File: src/hw/leb_defs.svh
`ifndef LEB_DEFS_SVH
`define LEB_DEFS_SVH

// Register indices as printed (word indices); byte address is 4x
`define LEB_IDX_CTRL        16'h0c7a
`define LEB_IDX_DELAY       16'h0c7c
`define LEB_IDX_AUX         16'h0c7e
`define LEB_IDX_STATUS      16'h0c80

// Control register field positions
`define LEB_BIT_HI_RISE     15
`define LEB_BIT_HI_FALL     14
`define LEB_BIT_LO_RISE     13
`define LEB_BIT_LO_FALL     12
`define LEB_BIT_FLT_EN      11
`define LEB_BIT_CL_EN       10
`define LEB_BIT_AUX_HI      5
`define LEB_BIT_AUX_LO      4
`define LEB_BIT_HO_HI       3
`define LEB_BIT_HO_LO       2
`define LEB_BIT_LO_HI       1
`define LEB_BIT_LO_LO       0

// Writable masks and reset values
`define LEB_CTRL_MASK       16'hfc3f
`define LEB_DELAY_MASK      16'h0fff
`define LEB_AUX_SEL_LSB     8
`define LEB_AUX_MASK        16'h0f00
`define LEB_CTRL_RST        16'h0000
`define LEB_DELAY_RST       16'h0000
`define LEB_AUX_RST         16'h0000

`endif

File: src/hw/leb_pkg.sv
package leb_pkg;

    // Fault and current-limit pair carried together
    typedef struct packed {
        logic fault;
        logic curlim;
    } leb_prot_t;

    // PWM output pair
    typedef struct packed {
        logic hi;
        logic lo;
    } leb_pwm_t;

endpackage : leb_pkg

File: src/hw/leb_blank.sv
// The address map and register access over APB were chosen for this implementation.
`timescale 1ns/10ps
`include "leb_defs.svh"

// Function
// Four enables pick which output edges restart blanking; others ignored
// Two enables decide whether edge blanking masks fault and current-limit
// Enables mask both inputs while high-side output is high or low
// Same level masking choice exists for the low-side output
// Enables mask both inputs while selected auxiliary signal is high/low
// Auxiliary source select is four bits in the auxiliary control register
// Control register at own address, resets to zero, unused bits read zero
// Enabled edge loads delay counter; masks hold until expiry, edges restart
module leb_blank
    import leb_pkg::*;
#(
    parameter int DLY_W = 12,
    parameter int NAUX  = 16
)(
    input  wire logic              clk,
    input  wire logic              sys_rst,
    input  wire logic              psel,
    input  wire logic              penable,
    input  wire logic              pwrite,
    input  wire logic [15:0]       paddr,
    input  wire logic [31:0]       pwdata,
    output logic      [31:0]       prdata,
    output logic                   pready,
    output logic                   pslverr,
    input  wire leb_pwm_t          pwm_out,
    input  wire logic [NAUX-1:0]   aux_blank_src,
    input  wire leb_prot_t         prot_in,
    output leb_prot_t              prot_out,
    output logic                   blanking
);

    ////////////////////////////////////////////////////////////////////////
    // Register bus

    logic [15:0]      ctrl_ff;
    logic [15:0]      dly_ff;
    logic [15:0]      aux_ff;
    logic [31:0]      prdata_ff;
    logic             err_ff;

    // Printed offsets are word indices, so each is scaled by 4 to a byte address
    wire logic        hit_ctrl  = paddr == 16'(`LEB_IDX_CTRL * 4);
    wire logic        hit_dly   = paddr == 16'(`LEB_IDX_DELAY * 4);
    wire logic        hit_aux   = paddr == 16'(`LEB_IDX_AUX * 4);
    wire logic        hit_stat  = paddr == 16'(`LEB_IDX_STATUS * 4);
    wire logic        hit_any   = hit_ctrl | hit_dly | hit_aux | hit_stat;
    wire logic        setup     = psel & ~penable;
    wire logic        wr_go     = psel & penable & pwrite & hit_any;
    wire logic [15:0] wdat      = pwdata[15:0];
    logic [15:0]      cnt_ff;
    logic [1:0]       pwm_d_ff;

    // Status word exposes the running counter and blanking state
    wire logic [31:0] rd_mux =
        hit_ctrl ? {16'h0000, ctrl_ff} :
        hit_dly  ? {16'h0000, dly_ff}  :
        hit_aux  ? {16'h0000, aux_ff}  :
        hit_stat ? {15'h0000, blanking, cnt_ff} : 32'h0000_0000;

    // Zero-wait slave: read data captured in setup, so access ends at once
    assign pready  = 1'b1;
    assign prdata  = prdata_ff;
    assign pslverr = err_ff & psel & penable;

    // Unused control bits are not stored and so read zero
    always_ff @(posedge clk) begin
        if (sys_rst) begin
            ctrl_ff <= `LEB_CTRL_RST;
            dly_ff  <= `LEB_DELAY_RST;
            aux_ff  <= `LEB_AUX_RST;
        end else if (wr_go) begin
            if (hit_ctrl) ctrl_ff <= wdat & `LEB_CTRL_MASK;
            if (hit_dly)  dly_ff  <= wdat & `LEB_DELAY_MASK;
            if (hit_aux)  aux_ff  <= wdat & `LEB_AUX_MASK;
        end
    end

    // Read data and error flag latched during setup
    always_ff @(posedge clk) begin
        if (sys_rst) begin
            prdata_ff <= 32'h0000_0000;
            err_ff    <= 1'b0;
        end else if (setup) begin
            prdata_ff <= pwrite ? 32'h0000_0000 : rd_mux;
            err_ff    <= ~hit_any;
        end
    end

    ////////////////////////////////////////////////////////////////////////
    // Edge detection and counter

    // PWM outputs come from same-clock generator logic, no synchroniser
    wire logic [1:0]  pwm_now  = {pwm_out.hi, pwm_out.lo};
    wire logic        hi_rise  = pwm_now[1] & ~pwm_d_ff[1];
    wire logic        hi_fall  = ~pwm_now[1] & pwm_d_ff[1];
    wire logic        lo_rise  = pwm_now[0] & ~pwm_d_ff[0];
    wire logic        lo_fall  = ~pwm_now[0] & pwm_d_ff[0];
    wire logic        trig     =
        (hi_rise & ctrl_ff[`LEB_BIT_HI_RISE]) |
        (hi_fall & ctrl_ff[`LEB_BIT_HI_FALL]) |
        (lo_rise & ctrl_ff[`LEB_BIT_LO_RISE]) |
        (lo_fall & ctrl_ff[`LEB_BIT_LO_FALL]);
    wire logic [15:0] nxt_cnt  =
        trig ? dly_ff : ((cnt_ff != 16'h0000) ? cnt_ff - 16'h0001
                                              : 16'h0000);

    // Each enabled edge reloads, so back-to-back edges extend the window
    always_ff @(posedge clk) begin
        if (sys_rst) begin
            pwm_d_ff <= 2'h0;
            cnt_ff   <= 16'h0000;
        end else begin
            pwm_d_ff <= pwm_now;
            cnt_ff   <= nxt_cnt;
        end
    end

    ////////////////////////////////////////////////////////////////////////
    // Masking

    wire logic [3:0]  aux_sel  = aux_ff[`LEB_AUX_SEL_LSB +: 4];
    wire logic        aux_lvl  = (32'(aux_sel) < NAUX) ?
                                 aux_blank_src[aux_sel] : 1'b0;
    // Edge window active whenever the counter is not yet zero
    wire logic        edge_win = cnt_ff != 16'h0000;
    wire logic        state_bl =
        (aux_lvl     & ctrl_ff[`LEB_BIT_AUX_HI]) |
        (~aux_lvl    & ctrl_ff[`LEB_BIT_AUX_LO]) |
        (pwm_now[1]  & ctrl_ff[`LEB_BIT_HO_HI])  |
        (~pwm_now[1] & ctrl_ff[`LEB_BIT_HO_LO])  |
        (pwm_now[0]  & ctrl_ff[`LEB_BIT_LO_HI])  |
        (~pwm_now[0] & ctrl_ff[`LEB_BIT_LO_LO]);
    wire logic        mask_flt = (edge_win & ctrl_ff[`LEB_BIT_FLT_EN])
                                 | state_bl;
    wire logic        mask_cl  = (edge_win & ctrl_ff[`LEB_BIT_CL_EN])
                                 | state_bl;

    wire logic        nxt_blank = edge_win | state_bl;

    ////////////////////////////////////////////////////////////////////////
    // Protection path

    leb_prot_t        prot_s1_ff;
    leb_prot_t        prot_s2_ff;
    leb_prot_t        prot_out_ff;
    logic             blank_ff;

    // Masks apply to the synchronised level; only the second stage is read
    wire leb_prot_t   nxt_prot_out = {prot_s2_ff.fault & ~mask_flt,
                                      prot_s2_ff.curlim & ~mask_cl};

    // Comparators sit outside this clock domain, so two stages first;
    // the price is two cycles of extra delay on a genuine fault
    always_ff @(posedge clk) begin
        if (sys_rst) begin
            prot_s1_ff <= 2'h0;
            prot_s2_ff <= 2'h0;
        end else begin
            prot_s1_ff <= prot_in;
            prot_s2_ff <= prot_s1_ff;
        end
    end

    // Registered outputs keep decode glitches off the shutdown logic
    always_ff @(posedge clk) begin
        if (sys_rst) begin
            prot_out_ff <= 2'h0;
            blank_ff    <= 1'b0;
        end else begin
            prot_out_ff <= nxt_prot_out;
            blank_ff    <= nxt_blank;
        end
    end

    assign prot_out = prot_out_ff;
    assign blanking = blank_ff;

    ////////////////////////////////////////////////////////////////////////
    // Checks

    // Outputs are registered, so each mask shows one cycle after its cause
    AST_EDGE_IGNORED: assert property (@(posedge clk)
        disable iff (sys_rst)
        (hi_rise & ~ctrl_ff[`LEB_BIT_HI_RISE] & ~lo_rise & ~lo_fall
         & cnt_ff == 16'h0000) |=> cnt_ff == 16'h0000)
        else $error("disabled edge started blanking");
    AST_FLT_PASS: assert property (@(posedge clk)
        disable iff (sys_rst)
        (~ctrl_ff[`LEB_BIT_FLT_EN] & ~state_bl)
        |=> prot_out.fault == $past(prot_s2_ff.fault))
        else $error("fault masked while edge mask disabled");
    AST_CL_MASK: assert property (@(posedge clk)
        disable iff (sys_rst)
        (ctrl_ff[`LEB_BIT_CL_EN] & edge_win) |=> !prot_out.curlim)
        else $error("current limit passed during edge window");
    AST_HI_STATE: assert property (@(posedge clk)
        disable iff (sys_rst)
        (ctrl_ff[`LEB_BIT_HO_HI] & pwm_out.hi)
        |=> !prot_out.fault && !prot_out.curlim)
        else $error("high-side high did not mask");
    AST_LO_STATE: assert property (@(posedge clk)
        disable iff (sys_rst)
        (ctrl_ff[`LEB_BIT_LO_LO] & !pwm_out.lo)
        |=> !prot_out.fault && !prot_out.curlim)
        else $error("low-side low did not mask");
    AST_AUX_STATE: assert property (@(posedge clk)
        disable iff (sys_rst)
        (ctrl_ff[`LEB_BIT_AUX_HI] & aux_lvl) |=> !prot_out.fault)
        else $error("aux high did not mask");
    AST_AUX_WRITE: assert property (@(posedge clk)
        disable iff (sys_rst)
        (wr_go & hit_aux) |=> aux_ff[15:12] == 4'h0)
        else $error("aux reserved bits stored");
    AST_CTRL_ZERO: assert property (@(posedge clk)
        disable iff (sys_rst)
        (ctrl_ff & ~`LEB_CTRL_MASK) == 16'h0000)
        else $error("unimplemented control bit set");
    AST_LOAD: assert property (@(posedge clk)
        disable iff (sys_rst)
        trig |=> cnt_ff == $past(dly_ff))
        else $error("counter not loaded on edge");
    AST_COUNT: assert property (@(posedge clk)
        disable iff (sys_rst)
        (!trig && cnt_ff != 16'h0000)
        |=> cnt_ff == $past(cnt_ff) - 16'h0001)
        else $error("counter did not decrement");
    // Delay never exceeds the counter range the channel was built for
    AST_DLY_RANGE: assert property (@(posedge clk)
        disable iff (sys_rst)
        (dly_ff >> DLY_W) == 16'h0000)
        else $error("delay wider than counter range");
    AST_BLANK_OUT: assert property (@(posedge clk)
        disable iff (sys_rst)
        edge_win |=> blanking)
        else $error("blanking flag low during edge window");

    CV_EDGE:  cover property (@(posedge clk) disable iff (sys_rst)
        trig ##1 edge_win ##[1:20] !edge_win);
    CV_RETRIG: cover property (@(posedge clk) disable iff (sys_rst)
        edge_win && trig);
    CV_STATE: cover property (@(posedge clk) disable iff (sys_rst)
        state_bl && prot_s2_ff.fault);
    CV_AUX:   cover property (@(posedge clk) disable iff (sys_rst)
        aux_lvl && ctrl_ff[`LEB_BIT_AUX_HI]);

endmodule : leb_blank

File: config.mk
export PLATFORM = sky130hd
export DESIGN_NAME = leb_blank
export DESIGN_NICKNAME = d
export VERILOG_FILES = /design/src/hw/leb_pkg.sv /design/src/hw/leb_blank.sv
export VERILOG_INCLUDE_DIRS = /design/src /design/src/hw
export SDC_FILE = /design/constraint.sdc
export NUM_CORES = 1
export LEC_CHECK = 0
export BUFFER_PORTS_ARGS = -buffer_cell sky130_fd_sc_hd__buf_4
export CORE_MARGIN = 4
export CORE_UTILIZATION = 46
export DETAILED_ROUTE_END_ITERATION = 16
export GPL_TIMING_DRIVEN = 1
export PLACE_DENSITY = 0.82
export SYNTH_ARGS = -nofsm -noshare
export SYNTH_HDL_FRONTEND = slang
export SYNTH_SLANG_ARGS = --single-unit
File: constraint.sdc
create_clock -name clk -period 2.3 [get_ports clk]
set_clock_uncertainty 0.15 [all_clocks]
set_input_delay 0.23 -clock clk [delete_from_list [all_inputs] [get_ports clk]]
set_output_delay 0.23 -clock clk [all_outputs]
set_load 0.005 [all_outputs]
==> metrics.yaml, run 1 <==
power:
  ir_drop_mv: 0.424
  total_power_mw: 3.70
  p_leak_nw: 1.91
  pwr_density_cell_mw_per_mm2: 811
setup_path:
  cp-end-kind: "register"
  crit_type: "reg -> reg"
  crit_required_ns: 2.38
  crit_chain: "or3_4 -> or4_4 -> or4_4 -> nand3b_4 -> o2bb2ai_1"
  max_stage_delay_ns: 0.57
  cp.arrival_ns: 2.40
  cp_common_cell: "or4_4"
  cp-start-kind: "register"
  worstPathMaxFanout: 6
  crit_slowest_cell: "or4_4"
  path_buf_inv: 0
  cp_top_family: "simple AND/OR/NAND/NOR gates"
run_status:
  status: "finished, violations left"
  violations: "negative setup slack"
route:
  routedWlPerCell_um: 15.8
  ant_nets: 0
  drtIter0Drc: 333
  wl_um: 9160
  avgViaCountPerCell: 5.45
  drt_first_pass_iters: 5
  drcViolationCount: 0
  num_vias: 3155
clocking:
  clock_latency_ns: 0.35
  cts-htree-levels: 3
  clk_path_buf_depth: 2
  cts_inserted_buffers: 9
  post-cts-setup-buffers: 0
  clk_pin_slew_ns: 0.08
  numClockSinks: 71
  ctsRootBufferMaster: "clkbuf_8"
  cts_tree: "done"
floorplan:
  start_util: 0.482
  core_mm2: 0.00694
  die_w_um: 93.3
  ioPinCount: 110
  die_area_mm2: 0.00870
  die_h_um: 93.3
  row_count: 30
grt:
  grtUsageTotal: 0.207
  grt_overflow_total: 0
  grt_pass1_wl_um: 14300
  antenna_found_initial: 0
  grt_max_degree: 45
  grt_pass1_vias: 3003
finish:
  ff_latch_area_mm2: 0.00143
  num-fill-cells: 553
  finish.net_count: 553
  finish.utilization: 0.657
  multiInputGateArea_mm2: 0.00180
  area_growth_pct: 36.4
  diodes: 0
  drive_gt1_frac: 0.300
logic_synthesis:
  netlist_area_mm2: 0.00335
  ys_types: 52
  ys.flop_type: "dfxtp_1"
  async_flop_share: 0
  yosysWarnings: 0
  avgSynthCellArea_um2: 9.17
  yosysSeqAreaShare: 0.425
  synthCells: 365
  ys_ff_latch: 71
  synth-edff-count: 0
placement:
  hpwlAfterDp_um: 6350
  gp_congestion: 0.884
  port_buffers: 77
sta:
  worst_slack_ns: -0.0222
  max_freq_mhz: 431
  rsz0062_at_grt: "true"
  fin_setup_tns_ns: -0.0680
  hold_slack_ns: 0.0168
  period_needed_ns: 2.32
  hold_viol: 0
  finalSetupViolations: 6
  relSlewSlack: 0.319
  drv_slew: 0
  finalCritPeriodShare: 1.01
  tightest_slew_ns: 1.02
worst_hold_path:
  hp-class: "in -> reg"
job:
  drv_cap: 0
==> power by group <==
group	total, mW	internal (mW)	switching (mW)
clock	1.11	0.640	0.470
sequential	1.49	1.35	0.143
combinational	1.10	0.552	0.546
==> worst reg2reg max path: cells and delay by family, from the launching register on <==
| kind | cells | cell delay [ns] |
|---|---|---|
| simple gates | 4 | 1.64 |
| flops | 1 | 0.33 |
| compound gates | 1 | 0.08 |
==> state kept, by name, indices dropped and copies added, names as in the netlist <==
| register | flops |
|---|---|
| aux_ff | 4 |
| blanking | 1 |
| cnt_ff | 16 |
| ctrl_ff | 12 |
| dly_ff | 12 |
| err_ff | 1 |
| prdata | 17 |
| prot_out | 2 |
| prot_s1_ff | 2 |
| prot_s2_ff | 2 |
| pwm_d_ff | 2 |
==> stage by stage <==
step           worst slack (ns)  cells  area (um2)
2_1_floorplan            0.0248    379        3400
3_3_place_gp            -0.0669    540        4070
3_5_place_dp            -0.0930    540        4070
4_1_cts                 0.00369    577        4510
5_1_grt                 -0.0549    579        4560
6_report                -0.0222    579        4560
==> kinds of logic after synthesis <==
logic type / after synthesis / synth area share
AND/OR/NAND/NOR: 144 / 0.227
flip-flops: 71 / 0.425
AO/OA/AOI/OAI: 70 / 0.142
buffers and inverters: 38 / 0.0677
multiplexers: 26 / 0.0972
XOR/XNOR: 12 / 0.0314
adder cells (fa/ha/maj): 2 / 0.00748
other: 2 / 0.00224
==> cell type report <==
type / instances / area share
multi-input cells: 272 / 0.395
repair buffers: 119 / 0.213
inverters: 5 / 0.00411
clock buffers: 11 / 0.0310
well taps: 96 / 0.0263
clock inverters: 5 / 0.0178
flip-flops and latches: 71 / 0.313
==> layer usage <==
layer  vias up  wire [um]  global-route usage
met3        18        680              0.0491
met2       149       4390               0.331
met1      1475       3890               0.271
li1       1513          -                   -
met4         0        187              0.0757
met5         -          0                   0
==> placed cells by master, fill, tap and decap left out, types with 5 or more instances in the layout <==
master         synthesis  final
xnor2_1                9      9
nor4_1                 7      7
nor2_1                34     30
o21ai_0               18     18
dlygate4sd3_1          0     21
nor2b_1                8      8
mux2i_1               19     19
conb_1                 2     16
clkbuf_8               0     10
nand2_1               47     47
a21oi_1               17     16
nor3_1                 7      7
buf_4                 16     96
inv_1                  5      5
o2bb2ai_1              8      7
mux4_2                 5      5
nand3b_1               7      7
a22oi_1                6      6
a222oi_1               6      6
dfxtp_1               71     68
==> cell usage after synthesis (8+ instances only) <==
master / count / area (um2)
a21oi_1: 17 / 85.1
clkbuf_1: 11 / 41.3
o2bb2ai_1: 8 / 70.1
buf_4: 16 / 120
mux2i_1: 19 / 190
dfxtp_1: 71 / 1420
nand2_1: 47 / 176
nor2b_1: 8 / 50.1
o21ai_0: 18 / 90.1
xnor2_1: 9 / 78.8
nor2_1: 34 / 128
==> repair_timing <==
action                                 4_1_cts  5_1_grt
endpoints found under the hold margin       31        0
gates resized for setup                      2       10
gates cloned                                 0        2
pin swaps                                    0        6
hold buffers                                21        0
setup endpoints to repair                    2       13
==> final timing paths <==
kind / endpoint / slack [ns] / from / depth (start not counted)
setup reg to reg: cnt_ff[11] / -0.02 / cnt_ff[10] / 5
hold / removal: prdata[16] / 0.02 / pwrite / 3
hold reg to reg: prot_out[1] / 0.26 / prot_s2_ff[1] / 2
setup / recovery: cnt_ff[11] / -0.02 / cnt_ff[10] / 5
Power figures use the tool's default switching activity.
==> run 2, diff against run 1 <==
CAP_MARGIN = 20   (was not set)
PLACE_DENSITY = not set   (was 0.82)
PLACE_DENSITY_LB_ADDON = 0.12   (was not set)
==> run 2 against run 1 <==
Effect of this change:
- the run now ends clean
- count of clock-buffer cells in the layout is 2 lower
- critical path type unchanged
- largest power group unchanged
- via count down 5.1%
- design area down 0.52%
- cell count up 0.17%
- setup slack better by 0.057 ns
- critical path depth unchanged
- power fell by 3.0%
- non-clock buffer count grew 2
- routed wire length is 7.7% lower
- fmax increased by 2.5%
==> metrics.yaml, run 2 (same netlist as run 1, synthesis figures left out) <==
run_status:
  status: "finished, final reports clean"
worst_hold_path:
  hp-class: "in -> reg"
finish:
  ff_latch_area_mm2: 0.00143
  drive_gt1_frac: 0.291
  area_growth_pct: 35.7
  finish.net_count: 554
  multiInputGateArea_mm2: 0.00177
  largest_reg_flops: 17
  final_cell_mix: "98 x buf_4, 69 x dfxtp_1, 47 x nand2_1"
  num-fill-cells: 618
  final_common_cell: "buf_4"
  diodes: 0
  fin_area_mm2: 0.00454
setup_path:
  crit_required_ns: 2.38
  crit_slowest_cell: "or4_4"
  worstPathMaxFanout: 9
  crit_chain: "or3_4 -> or4_4 -> or4_4 -> nand3b_2 -> o2bb2ai_1"
  cp_common_cell: "or4_4"
  cp-start-kind: "register"
  cp-end-kind: "register"
  cp.arrival_ns: 2.35
  max_stage_delay_ns: 0.54
  crit_type: "reg -> reg"
power:
  p_leak_nw: 1.91
  pwr_density_cell_mw_per_mm2: 791
  ir_drop_mv: 0.443
  total_power_mw: 3.59
grt:
  grt_max_degree: 45
  grt_pass1_vias: 2855
  antenna_found_initial: 0
  grt_overflow_total: 0
  grt_pass1_wl_um: 13900
  grtUsageTotal: 0.200
route:
  routedWlPerCell_um: 14.6
  ant_nets: 0
  drt_first_pass_iters: 6
  drtIter0Drc: 250
  avgViaCountPerCell: 5.16
  num_vias: 2994
  wl_um: 8450
  drcViolationCount: 0
clocking:
  numClockSinks: 71
  clk_pin_slew_ns: 0.07
  cts_tree: "done"
  cts-htree-levels: 3
  clock_latency_ns: 0.34
  clk_path_buf_depth: 2
  post-cts-setup-buffers: 0
  cts_inserted_buffers: 9
  ctsRootBufferMaster: "clkbuf_8"
floorplan:
  die_w_um: 93.3
  die_h_um: 93.3
  row_count: 30
  die_area_mm2: 0.00870
  start_util: 0.482
  core_mm2: 0.00694
  ioPinCount: 110
placement:
  place_area_mm2: 0.00409
  port_buffers: 77
  hpwlAfterDp_um: 6340
  gp_congestion: 0.832
sta:
  relSlewSlack: 0.347
  fin_setup_tns_ns: 0
  max_freq_mhz: 442
  period_needed_ns: 2.27
  rsz0062_at_grt: "true"
  drv_slew: 0
  hold_viol: 0
  finalSetupViolations: 0
  tightest_slew_ns: 0.977
  finalCritPeriodShare: 0.985
job:
  drv_cap: 0
run 2: what timing repair did:
action                                  4_1_cts  5_1_grt
gates resized for setup                       2        2
hold buffers                                 21        0
pin swaps                                     0        1
endpoints found under the hold margin        33        0
gates cloned                                  0        1
endpoints found under the setup margin        2       10
run 2: area by class of cell:
cell class | instances | area share
Inverter | 5 | 0.00413
Clock buffer | 9 | 0.0273
Tap cell | 96 | 0.0265
Sequential cell | 71 | 0.314
Timing Repair Buffer | 121 | 0.217
Multi-Input combinational cell | 271 | 0.390
Clock inverter | 7 | 0.0209
run 2: worst max-delay path, delay by kind of cell (launching register included):
family | cells | cell delay (ns)
flops | 1 | 0.32
compound gates | 1 | 0.07
simple gates | 4 | 1.62
run 2: final timing paths:
kind                      start  depth (start not counted)  slack [ns]     endpoint
setup reg to reg     cnt_ff[10]                          5        0.03    cnt_ff[8]
hold / removal           pwrite                          3        0.03   prdata[16]
setup / recovery     cnt_ff[10]                          5        0.03    cnt_ff[8]
hold reg to reg   prot_s2_ff[1]                          2        0.28  prot_out[1]
run 2: stage by stage:
stage / hold WS (ns) / util / setup slack (ns) / instances
after floorplan: 0.208 / - / 0.0248 / 379
after global placement: 0.263 / 0.589 / -0.0585 / 542
after detailed placement: 0.269 / 0.589 / -0.124 / 542
after CTS: 0.0163 / 0.651 / 0.00120 / 579
after global routing: 0.0310 / 0.654 / -0.0146 / 580
final: 0.0346 / 0.654 / 0.0350 / 580
run 2: layer usage:
layer | global-route usage | vias to the layer above | wire length [um]
met1 | 0.291 | 1387 | 4090
li1 | - | 1504 | -
met3 | 0.0370 | 14 | 426
met4 | 0.0549 | 0 | 125
met5 | 0 | - | 0
met2 | 0.304 | 89 | 3810
run 2: where the power goes:
part	switching, mW	internal (mW)
logic	0.497	0.542
clock network	0.481	0.612
registers	0.112	1.35
total	1.09	2.50
==> run 3, diff against run 2 <==
CORE_ASPECT_RATIO = 1.4   (was not set)
MAX_ROUTING_LAYER = met4   (was not set)
==> run 3 against run 2 <==
Effect of this change:
- critical path depth unchanged
- core utilization shrank 0.27 points
- routed wire length grew 8.9%
- first-iteration DRC count shrank 16%
- worst hold slack got worse by 0.024 ns
- sequential share of layout area decreased by 0.24 points
- global-route usage is 2.8 points higher
- design area rose by 0.77%
- cell count fell by 0.17%
- largest power group unchanged
==> metrics.yaml, run 3 (same netlist as run 1, synthesis figures left out) <==
floorplan:
  core_mm2: 0.00703
  die_area_mm2: 0.00872
  row_count: 36
  start_util: 0.476
  ioPinCount: 110
  die_w_um: 80.1
  die_h_um: 109
clocking:
  ctsRootBufferMaster: "clkbuf_8"
  cts-htree-levels: 3
  clock_latency_ns: 0.35
  cts_inserted_buffers: 9
  clk_path_buf_depth: 2
  clk_pin_slew_ns: 0.07
  numClockSinks: 71
  post-cts-setup-buffers: 0
  cts_tree: "done"
sta:
  fin_setup_tns_ns: 0
  tightest_slew_ns: 0.783
  rsz0062_at_grt: "false"
  drv_slew: 0
  max_freq_mhz: 444
  hold_viol: 0
  finalSetupViolations: 0
  period_needed_ns: 2.25
  worst_slack_ns: 0.0491
  finalCritPeriodShare: 0.979
  hold_slack_ns: 0.0111
  relSlewSlack: 0.472
finish:
  final_common_cell: "buf_4"
  area_growth_pct: 36.8
  diodes: 0
  largest_reg_flops: 17
  num-fill-cells: 635
  final_cell_mix: "98 x buf_4, 69 x dfxtp_1, 47 x nand2_1"
  drive_gt1_frac: 0.298
  finish.utilization: 0.651
  finalNonFillerCells: 579
  finish.net_count: 554
setup_path:
  cp-start-kind: "register"
  cp-end-kind: "register"
  cp_top_family: "simple AND/OR/NAND/NOR gates"
  path_buf_inv: 0
  max_stage_delay_ns: 0.54
  cp.arrival_ns: 2.33
  crit_slowest_cell: "or4_4"
  crit_type: "reg -> reg"
  cp_common_cell: "or4_4"
  crit_required_ns: 2.38
  worstPathMaxFanout: 9
  crit_chain: "or3_4 -> or4_4 -> or4_4 -> nand3b_4 -> o2bb2ai_1"
route:
  avgViaCountPerCell: 5.24
  drtIter0Drc: 210
  ant_nets: 0
  top_layer: "met4"
  wl_met1_um: 3660
  dr_wl_met3_um: 541
  routedWlPerCell_um: 15.9
  wl_met2_um: 4820
  num_vias: 3033
  wl_um: 9210
  drcViolationCount: 0
  drt_first_pass_iters: 4
job:
  drv_cap: 0
power:
  p_leak_nw: 1.92
  ir_drop_mv: 0.428
  pwr_density_cell_mw_per_mm2: 794
grt:
  grtUsageTotal: 0.229
  antenna_found_initial: 0
  grt_pass1_wl_um: 14600
  grt_pass1_vias: 3074
  grt_max_degree: 26
  grt_overflow_total: 0
run_status:
  status: "finished, final reports clean"
placement:
  port_buffers: 77
  place_inst: 543
  dpl_worst_slack_ns: -0.137
  gp_congestion: 0.862
  hpwlAfterDp_um: 6680
worst_hold_path:
  hp-class: "in -> reg"
==> run 3: cell types whose count changed in the layout (fill, tap and decap cells not counted) <==
cell / change
inv_1: -1
dlygate4sd3_1: -2
nand3b_2: -1
inv_2: +1
o2bb2ai_1: +1
nand3b_4: +1
o2bb2ai_2: -1
clkinvlp_4: +1
nor2_2: +1
buf_12: +2
clkbuf_8: +1
nor2_1: -1
clkinv_2: -2
==> run 3: layer usage <==
layer	track usage	vias up
li1	-	1508
met5	-	-
met2	0.405	110
met1	0.256	1403
met3	0.0273	12
met4	0.100	0
==> run 3: final timing paths <==
path                            cells past startpoint     endpoint  slack [ns]          start
worst min-delay path                                3    aux_ff[8]        0.01      pwdata[8]
worst max-delay path                                5   cnt_ff[10]        0.05     cnt_ff[11]
worst min register to register                      2  prot_out[0]        0.27  prot_s2_ff[0]
worst max register to register                      5   cnt_ff[10]        0.05     cnt_ff[11]
==> run 3: through the flow <==
stage                     power (mW)  area (um2)
after floorplan                 2.17        3400
after global placement          2.44        4130
after detailed placement        2.46        4130
after CTS                       3.62        4550
after global routing            3.82        4580
final                           3.63        4580
==> run 3: timing repair <==
action / in CTS / in global routing
hold endpoints to repair: 29 / 0
pin swaps: 0 / 0
gates resized for setup: 2 / 4
setup endpoints to repair: 2 / 13
gates cloned: 0 / 1
hold buffers: 19 / 0
==> run 3: worst min-delay path, stage by stage <==
cell	delay, ns
buf_4	0.09
mux2i_1	0.06
nor2_1	0.08
==> run 3: cell type report <==
type / count / area, um2 / area share
sequential: 71 / 1430 / 0.312
multi-input combinational: 271 / 1780 / 0.388
clock inverter: 6 / 92.6 / 0.0202
clock buffer: 10 / 138 / 0.0301
inverter: 5 / 18.8 / 0.00410
tap: 95 / 119 / 0.0260
timing repair buffer: 121 / 1010 / 0.220
==> run 3: report_power, final <==
| group | switching (mW) | internal [mW] | total [mW] |
|---|---|---|---|
| Sequential | 0.122 | 1.35 | 1.47 |
| Clock | 0.488 | 0.645 | 1.13 |
| Combinational | 0.489 | 0.541 | 1.03 |
